$ cat src/rtl/dacc_pkg.sv
// constants and types for the dsp alu clear/compare/copy/decrement stage
package dacc_pkg;
	localparam logic [5:0] FIRST_HW_TAG = 6'h3e;
	localparam logic [7:0] OP_CLR_U = 8'h8d;
	localparam logic [7:0] OP_CLR_T = 8'h8e;
	localparam logic [7:0] OP_CLR_F = 8'h8f;
	localparam logic [7:0] OP_CMP = 8'h84;
	localparam logic [7:0] OP_CPX_U = 8'hd9;
	localparam logic [7:0] OP_CPX_T = 8'hda;
	localparam logic [7:0] OP_CPX_F = 8'hdb;
	localparam logic [7:0] OP_CPY_U = 8'hf9;
	localparam logic [7:0] OP_CPY_T = 8'hfa;
	localparam logic [7:0] OP_CPY_F = 8'hfb;
	localparam logic [7:0] OP_DX_U = 8'h89;
	localparam logic [7:0] OP_DX_T = 8'h8a;
	localparam logic [7:0] OP_DX_F = 8'h8b;
	localparam logic [7:0] OP_DY_U = 8'ha9;
	localparam logic [7:0] OP_DY_T = 8'haa;
	localparam logic [7:0] OP_DY_F = 8'hab;
	localparam int DEC_SEL_BIT = 13;
	localparam logic [7:0] GUARD_NEG = 8'hff;
	localparam logic [7:0] GUARD_POS = 8'h00;
	localparam logic [3:0] DST_ACC_ZERO = 4'h0;
	localparam logic [3:0] DST_ACC_ONE = 4'h1;
	localparam logic [31:0] WORD_ZERO = 32'h0000_0000;
	localparam logic [31:0] DEC_ONE = 32'h0001_0000;
	typedef enum logic [1:0] {DACC_UNCOND, DACC_IF_TRUE, DACC_IF_FALSE} dacc_cond_t;
	typedef enum logic [2:0] {DACC_NONE, DACC_CLR, DACC_CMP, DACC_COPY, DACC_DEC} dacc_op_t;
endpackage

$ cat src/rtl/dacc_alu.sv
// execution stage for clear, compare, copy and decrement
`timescale 1ns/1ns
module dacc_alu #(
	parameter int W = 32,
	parameter int GW = 8
) (
	// clock and reset
	input wire logic i_mclk,
	input wire logic i_rst_n,
	// instruction from decoder
	input wire logic i_valid,
	input wire logic [15:0] i_first_hw,
	input wire logic [15:0] i_second_hw,
	// operand registers from register file
	input wire logic [W-1:0] i_xbus_reg_zero,
	input wire logic [W-1:0] i_xbus_reg_one,
	input wire logic [W-1:0] i_ybus_reg_zero,
	input wire logic [W-1:0] i_ybus_reg_one,
	input wire logic [W-1:0] i_mul_reg_zero,
	input wire logic [W-1:0] i_mul_reg_one,
	input wire logic [W-1:0] i_acc_zero,
	input wire logic [W-1:0] i_acc_one,
	input wire logic [GW-1:0] i_acc_zero_guard,
	input wire logic [GW-1:0] i_acc_one_guard,
	// status register fields
	input wire logic [2:0] i_cond_sel,
	input wire logic i_cond_flag_bit,
	// condition-flag mapping supplied outside this block
	input wire logic i_cond_map,
	output logic [4:0] o_cond_map_in,
	// register write-back
	output logic o_wr_en,
	output logic [3:0] o_wr_dest,
	output logic [W-1:0] o_wr_data,
	output logic o_guard_wr_en,
	output logic [31:0] o_guard_data,
	// status flag update
	output logic o_flag_wr_en,
	output logic o_cond_flag_bit,
	output logic o_negative_flag,
	output logic o_zero_flag,
	output logic o_overflow_flag,
	output logic o_greater_flag,
	output logic [2:0] o_cond_sel_used
);
	// decode helper: maps second-halfword opcode to its operation
	function automatic dacc_pkg::dacc_op_t op_of(input logic [7:0] c);
		case (c)
			dacc_pkg::OP_CLR_U, dacc_pkg::OP_CLR_T, dacc_pkg::OP_CLR_F: op_of = dacc_pkg::DACC_CLR;
			dacc_pkg::OP_CMP: op_of = dacc_pkg::DACC_CMP;
			dacc_pkg::OP_CPX_U, dacc_pkg::OP_CPX_T, dacc_pkg::OP_CPX_F,
			dacc_pkg::OP_CPY_U, dacc_pkg::OP_CPY_T, dacc_pkg::OP_CPY_F: op_of = dacc_pkg::DACC_COPY;
			dacc_pkg::OP_DX_U, dacc_pkg::OP_DX_T, dacc_pkg::OP_DX_F,
			dacc_pkg::OP_DY_U, dacc_pkg::OP_DY_T, dacc_pkg::OP_DY_F: op_of = dacc_pkg::DACC_DEC;
			default: op_of = dacc_pkg::DACC_NONE;
		endcase
	endfunction

	// low two opcode bits give the condition form in every family here
	function automatic dacc_pkg::dacc_cond_t cond_of(input logic [7:0] c);
		case (c[1:0])
			2'h2: cond_of = dacc_pkg::DACC_IF_TRUE;
			2'h3: cond_of = dacc_pkg::DACC_IF_FALSE;
			default: cond_of = dacc_pkg::DACC_UNCOND;
		endcase
	endfunction

	// guard byte for a 32-bit source that has no guard bits of its own
	function automatic logic [GW-1:0] guard_of(input logic msb);
		guard_of = msb ? dacc_pkg::GUARD_NEG : dacc_pkg::GUARD_POS;
	endfunction

	// decoded instruction: operation, condition form and operand fields
	dacc_pkg::dacc_op_t op;
	dacc_pkg::dacc_cond_t cform;
	logic [1:0] fx;
	logic [1:0] fy;
	logic [3:0] dz;
	logic use_y;
	logic is_sub;

	// operands as selected, then as fed to the adder
	logic [W-1:0] s1x;
	logic [W-1:0] s2y;
	logic [GW-1:0] g1x;
	logic [GW-1:0] g2y;
	logic [W-1:0] s1;
	logic [W-1:0] s2;
	logic [GW-1:0] g1;
	logic [GW-1:0] g2;

	// 40-bit result split into word and guard byte, with its flags
	logic [W-1:0] dst;
	logic [GW-1:0] dstg;
	logic carry;
	logic borrow;
	logic ovf;
	logic neg;
	logic zero;
	logic gt;

	// execution gate: unconditional form, or condition met
	logic run;
	logic uncond;

	// write-back strobes, each paired with its next value
	logic wr_en_r;
	logic wr_en_nxt;
	logic gwr_r;
	logic gwr_nxt;
	logic fwr_r;
	logic fwr_nxt;

	// write-back payload
	logic [3:0] dest_r;
	logic [3:0] dest_nxt;
	logic [W-1:0] data_r;
	logic [W-1:0] data_nxt;
	logic [31:0] gdata_r;
	logic [31:0] gdata_nxt;

	// status flags and the select value they were made under
	logic [4:0] flags_r;
	logic [4:0] flags_nxt;
	logic [2:0] sel_r;
	logic [2:0] sel_nxt;

	// operand select and sign extension
	always_comb
	begin
		op = i_valid && (i_first_hw[15:10] == dacc_pkg::FIRST_HW_TAG) ?
			op_of(i_second_hw[15:8]) : dacc_pkg::DACC_NONE;
		cform = (op == dacc_pkg::DACC_CMP) ? dacc_pkg::DACC_UNCOND : cond_of(i_second_hw[15:8]);
		// operand fields sit at the same place in every form here
		fx = i_second_hw[7:6];
		fy = i_second_hw[5:4];
		dz = i_second_hw[3:0];
		case (fx)
			2'h0:
			begin
				s1x = i_xbus_reg_zero;
				g1x = guard_of(i_xbus_reg_zero[W-1]);
			end
			2'h1:
			begin
				s1x = i_xbus_reg_one;
				g1x = guard_of(i_xbus_reg_one[W-1]);
			end
			2'h2:
			begin
				s1x = i_acc_zero;
				g1x = i_acc_zero_guard; // accumulators bring their own guard
			end
			default:
			begin
				s1x = i_acc_one;
				g1x = i_acc_one_guard;
			end
		endcase
		case (fy)
			2'h0: s2y = i_ybus_reg_zero;
			2'h1: s2y = i_ybus_reg_one;
			2'h2: s2y = i_mul_reg_zero;
			default: s2y = i_mul_reg_one;
		endcase
		g2y = guard_of(s2y[W-1]);
		use_y = i_second_hw[dacc_pkg::DEC_SEL_BIT];
		// defaults: plain addition of the selected operands
		is_sub = 1'b0;
		s1 = s1x;
		g1 = g1x;
		s2 = s2y;
		g2 = g2y;
		// copy adds zero to one side so its flags come out as for addition
		case (op)
			dacc_pkg::DACC_CMP: is_sub = 1'b1;
			dacc_pkg::DACC_COPY:
			begin
				// the unused side reads zero so the sum is the source itself
				if (use_y)
				begin
					s1 = '0;
					g1 = '0;
				end
				else
				begin
					s2 = '0;
					g2 = '0;
				end
			end
			dacc_pkg::DACC_DEC:
			begin
				is_sub = 1'b1;
				// y form takes its operand from the second-source field
				if (use_y)
				begin
					s1 = s2y;
					g1 = g2y;
				end
				s2 = dacc_pkg::DEC_ONE;
				g2 = '0;
			end
			default: is_sub = 1'b0;
		endcase
	end

	// 40-bit arithmetic: word result, carry from sign bits, guard byte
	always_comb
	begin
		dst = is_sub ? s1 - s2 : s1 + s2;
		if (is_sub)
			carry = ((s1[W-1] | ~s2[W-1]) & ~dst[W-1]) | (s1[W-1] & ~s2[W-1]);
		else
			carry = ((s1[W-1] | s2[W-1]) & ~dst[W-1]) | (s1[W-1] & s2[W-1]);
		// borrow into the guard byte is the inverse of the word carry
		borrow = ~carry;
		dstg = is_sub ? g1 - g2 - {{(GW-1){1'b0}}, borrow} : g1 + g2 + {{(GW-1){1'b0}}, carry};
		// overflow when the guard byte no longer equals the sign extension
		ovf = (dstg != {GW{dst[W-1]}});
		neg = dstg[GW-1];
		zero = (dst == '0) && (dstg == '0);
		gt = ~neg & ~zero;
		// decrement keeps only the upper halfword; its negative, zero and greater flags ignore the guard byte
		if (op == dacc_pkg::DACC_DEC)
		begin
			dst[W/2-1:0] = '0;
			neg = dst[W-1];
			zero = (dst == '0);
			gt = ~neg & ~zero;
		end
		// clear forces a zero result whatever the operands hold
		if (op == dacc_pkg::DACC_CLR)
		begin
			dst = dacc_pkg::WORD_ZERO;
			dstg = '0;
			carry = 1'b0;
			ovf = 1'b0;
			neg = 1'b0;
			zero = 1'b1;
			gt = 1'b0;
		end
		// condition gate; compare has no conditional form
		uncond = (cform == dacc_pkg::DACC_UNCOND);
		case (cform)
			dacc_pkg::DACC_IF_TRUE: run = i_cond_flag_bit;
			dacc_pkg::DACC_IF_FALSE: run = ~i_cond_flag_bit;
			default: run = 1'b1;
		endcase
		// candidates for the condition flag; the select is applied outside
		o_cond_map_in = {carry, neg, zero, ovf, gt};
	end

	// next values of write-back and flag registers
	always_comb
	begin
		wr_en_nxt = (op != dacc_pkg::DACC_NONE) && (op != dacc_pkg::DACC_CMP) && run;
		dest_nxt = dz;
		data_nxt = dst;
		// guard write only for an accumulator, never on a conditional clear
		gwr_nxt = wr_en_nxt && (dz == dacc_pkg::DST_ACC_ZERO || dz == dacc_pkg::DST_ACC_ONE)
			&& (uncond || op != dacc_pkg::DACC_CLR);
		gdata_nxt = {{(32-GW){dstg[GW-1]}}, dstg};
		// a conditional form leaves every flag alone, even when it runs
		fwr_nxt = (op != dacc_pkg::DACC_NONE) && uncond;
		flags_nxt = flags_r;
		sel_nxt = sel_r;
		if (fwr_nxt)
		begin
			flags_nxt = {i_cond_map, neg, zero, ovf, gt};
			sel_nxt = i_cond_sel;
		end
	end

	// registers; one-cycle completion
	always_ff @(posedge i_mclk)
	begin
		if (!i_rst_n)
		begin
			wr_en_r <= 1'b0;
			gwr_r <= 1'b0;
			fwr_r <= 1'b0;
			dest_r <= '0;
			data_r <= '0;
			gdata_r <= '0;
			flags_r <= '0;
			sel_r <= '0;
		end
		else
		begin
			wr_en_r <= wr_en_nxt;
			gwr_r <= gwr_nxt;
			fwr_r <= fwr_nxt;
			dest_r <= dest_nxt;
			data_r <= data_nxt;
			gdata_r <= gdata_nxt;
			flags_r <= flags_nxt;
			sel_r <= sel_nxt;
		end
	end

	// outputs straight from the registers
	assign o_wr_en = wr_en_r;
	assign o_wr_dest = dest_r;
	assign o_wr_data = data_r;
	assign o_guard_wr_en = gwr_r;
	assign o_guard_data = gdata_r;
	assign o_flag_wr_en = fwr_r;
	assign {o_cond_flag_bit, o_negative_flag, o_zero_flag, o_overflow_flag, o_greater_flag} = flags_r;
	assign o_cond_sel_used = sel_r;
endmodule // dacc_alu

$ cat config.mk
export PLATFORM = sky130hd
export DESIGN_NAME = dacc_alu
export DESIGN_NICKNAME = d
export VERILOG_FILES = /design/src/rtl/dacc_pkg.sv /design/src/rtl/dacc_alu.sv
export SDC_FILE = /design/constraint.sdc
export NUM_CORES = 1
export LEC_CHECK = 0
export BUFFER_PORTS_ARGS = -buffer_cell sky130_fd_sc_hd__buf_2
export CAP_MARGIN = 10
export CORE_AREA = 2 2 155 157
export CTS_CLUSTER_DIAMETER = 40
export CTS_CLUSTER_SIZE = 20
export DETAILED_ROUTE_END_ITERATION = 8
export DIE_AREA = 0 0 157 159
export HOLD_SLACK_MARGIN = 0.06
export SETUP_SLACK_MARGIN = 0.4
export SKIP_CTS_REPAIR_TIMING = 1
export SYNTH_ARGS = -nofsm -noshare
export SYNTH_HDL_FRONTEND = slang
export SYNTH_SLANG_ARGS = --single-unit
export TNS_END_PERCENT = 1
$ cat constraint.sdc
create_clock -name i_mclk -period 38.1 [get_ports i_mclk]
set_input_delay 7.62 -clock i_mclk [delete_from_list [all_inputs] [get_ports i_mclk]]
set_output_delay 7.62 -clock i_mclk [all_outputs]
set_load 0.005 [all_outputs]
==> flow_summary_export.csv <==
group,metric,value,unit
timing,clock.fmax,40.58,MHz
cts,cts_made_buffers,5,
floorplan,dieArea,0.02496,mm^2
cts,clock-sinks,55,
detailed_routing,wl_per_cell,20.06,um
place,placed_area,0.009699,mm^2
place,io_buffers,385,
detailed_routing,viasPerCell,5.469,
detailed_routing,drtIter0Drc,847,
synth,synth_warnings,0,
synth,netlist_area,0.007749,mm^2
synth,yosys.area.top_type,"mux4_2",
flow_run,maxCapViolCount,0,
final_layout,nets,1616,
critical_path,worstPathMaxFanout,39,
critical_path,reg2reg_slack,37430,ps
synth,synth_xor_area_share,5.522,%
synth,synth-simple-area-share,20.18,%
final_layout,drive_gt1_share,38.59,%
critical_path,end_kind,"primary output",
synth,synth_area_per_cell,8.350,um^2
detailed_routing,wirelength,31630,um
floorplan,die_h,159,um
worst_hold_path,holdCritPathClass,"flip-flop to flip-flop",
final_layout,area_growth_syn_to_layout,27.39,%
detailed_routing,detail-route-antenna-nets,0,
timing,fin_tns_setup,0,ps
critical_path,crit_type,"input pin to primary output",
synth,muxShareOfSynthArea,20.15,%
critical_path,arrival,17020,ps
detailed_routing,dr.pass1.iters,5,
final_layout,final_area,0.009871,mm^2
synth,synthTopCellsByCount,"93 x nand2_1, 79 x nor2_1, 63 x mux4_2",
cts,clk_pin_slew_worst_paths,70,ps
cts,h-tree-depth,2,
timing,rsz0062_at_grt,"false",
global_routing,met3_usage,4.600,%
synth,synthTopCellsByArea,"mux4_2 18%, dfxtp_1 14%, ha_1 8.2%",
timing,max_slew_margin,47.68,%
timing,fin_crit_sh,64.68,%
critical_path,crit_slowest_cell,"or4_1",
synth,yosysSeqAreaShare,14.21,%
cts,cts_tree,"built",
critical_path,cp-start-kind,"input pin",
detailed_routing,vias,8624,
critical_path,ff2ff_path_depth,2,
timing,period_needed,24640,ps
critical_path,cp-endpoint,"o_cond_map_in[2]",
place,place.gp.congestion,0.8906,
timing,worst_pin_slew,784.9,ps
timing,clock_skew,0,ps
global_routing,met1_usage,35.23,%
timing,slew_violations,0,
global_routing,antenna_found_initial,12,
synth,synth_enable_flop_cells,0,
synth,synth_top_family_by_area,"compound AO/OA/AOI/OAI gates",
synth,synth_nets,1296,
synth,synthMostInstantiatedCell,"nand2_1",
synth,yosysTopAreaCellShare,18.31,%
floorplan,core-area,0.02319,mm^2
floorplan,initial_core_util,33.41,%
floorplan,io-pin-count,396,
critical_path,cpLargestDelayFamily,"simple AND/OR/NAND/NOR gates",
synth,synth-compound-area-share,23.19,%
critical_path,cpPeakStageDelay,600,ps
synth,synth_cell_types,71,
synth,synth_seq_cells,55,
timing,setup_viol,0,
cts,cts_buffer_depth,2,
status,outcome,"complete, no violations",
power,vdd_drop_max,0.00002454,V
synth,synthFlopType,"dfxtp_1",
power,total_leakage_power,4.774,nW
global_routing,track_usage,24.69,%
global_routing,grt_max_degree,43,
global_routing,busiest_layer,"met2",
synth,netlist_instances,928,
global_routing,grt_pass1_vias,8116,
detailed_routing,drc,0,
cts,clock_latency,290,ps
global_routing,grt_use_met2,37.80,%
critical_path,crit_buf_inv,3,
power,cellPowerDensity,31.51,mW/mm^2
floorplan,fp.dieW,157,um
floorplan,rows,56,
cts,clock_tree.root_cell,"clkbuf_16",
synth,ys_async_sr_fraction,0,%
global_routing,grt_remaining_overflow,0,
critical_path,worstReg2RegStart,"flags_r[2]$_SDFFE_PN0P_",
critical_path,cp.required,30480,ps
critical_path,crit_cells,39,
global_routing,grt_pass1_wl,47940,um
place,hpwl,27300,um
critical_path,r2r-end,"flags_r[2]$_SDFFE_PN0P_",
critical_path,crit_start,"i_first_hw[10]",
timing,hold_viol_final,0,
synth,synthAdderAreaFrac,9.672,%
-- sequential cells by signal, summed over array words and instances (netlist names) --
register	flops
flags_r	5
o_wr_data	32
o_guard_data	8
o_wr_dest	4
o_cond_sel_used	3
o_flag_wr_en	1
o_wr_en	1
o_guard_wr_en	1
-- final cells by class --
cell class / count / area (um^2)
well taps: 319 / 399.1
multi-input cells: 764 / 6103
inverters: 29 / 108.9
clock inverters: 3 / 23.77
diodes: 9 / 22.52
repair buffers: 393 / 1987
clock buffers: 5 / 125.1
flip-flops and latches: 55 / 1101
fillers: 2425 / 13320
-- per-stage QoR --
step,setup slack (ps),utilization (%),total power [W],instances,hold WS (ps)
floorplan,15170,-,0.0002060,928,448.2
detailed placement,13500,41.82,0.0002644,1560,439.7
global placement,13450,41.82,0.0002636,1560,437.2
CTS,13450,42.46,0.0003124,1568,450.7
finish,13460,42.56,0.0003110,1577,451.2
global route,12570,42.55,0.0003370,1576,483.2
-- worst min-delay path, cell delays in order, from the launching register on --
cell and delay [ps]:
dfxtp_1 310, nand2_1 50, a21oi_1 50
-- power by group --
group          switching, W  leakage (nW)  internal [W]
logic              0.000105          4.25     0.0000872
clock network     0.0000215        0.0718     0.0000247
registers        0.00000380         0.455     0.0000685
total              0.000131          4.77      0.000180
-- cells by family (layout without fill, tap and decap cells) --
kind of cell,count (synthesis),in the layout
AOI/OAI and AO/OA,268,268
xor gates and xnor gates,48,48
and+or+nand+nor,314,314
adders and majority gates,57,57
buffers and inverters,109,430
DFF,55,55
muxes,77,77
other,0,9
-- worst min-delay path by stage --
stage	start	to	slack, ps	cells after the start
floorplan	flags_r[4]$_SDFFE_PN0P_	flags_r[4]$_SDFFE_PN0P_	450	2
global placement	flags_r[3]$_SDFFE_PN0P_	flags_r[3]$_SDFFE_PN0P_	440	2
detailed placement	flags_r[3]$_SDFFE_PN0P_	flags_r[3]$_SDFFE_PN0P_	440	2
CTS	flags_r[3]$_SDFFE_PN0P_	flags_r[3]$_SDFFE_PN0P_	450	2
global route	o_cond_sel_used[2]$_SDFFE_PN0P_	o_cond_sel_used[2]$_SDFFE_PN0P_	480	2
finish	flags_r[3]$_SDFFE_PN0P_	flags_r[3]$_SDFFE_PN0P_	450	2
-- per-layer routing --
| layer | wire (um) | vias up |
|---|---|---|
| met5 | 13 | - |
| met4 | 610 | 2 |
| met3 | 2802 | 37 |
| met2 | 14120 | 419 |
| met1 | 14080 | 4019 |
| li1 | - | 4147 |
-- cells in the final DEF (no fill, tap or decap), drive strengths merged, types with 7 or more instances in the layout --
cell	count
nand2	93
diode	9
inv	30
nand3	22
a21o	27
xnor2	24
nor2	79
dfxtp	55
a22o	29
a31oi	19
mux4	63
and3	14
a21oi	58
o21ai	58
nor4	9
nor2b	7
ha	51
a211oi	10
and2	15
o21a	9
buf	393
or3	10
xor2	24
nor3	14
mux2i	12
nand2b	7
nor4b	7
Power figures use the tool's default switching activity.
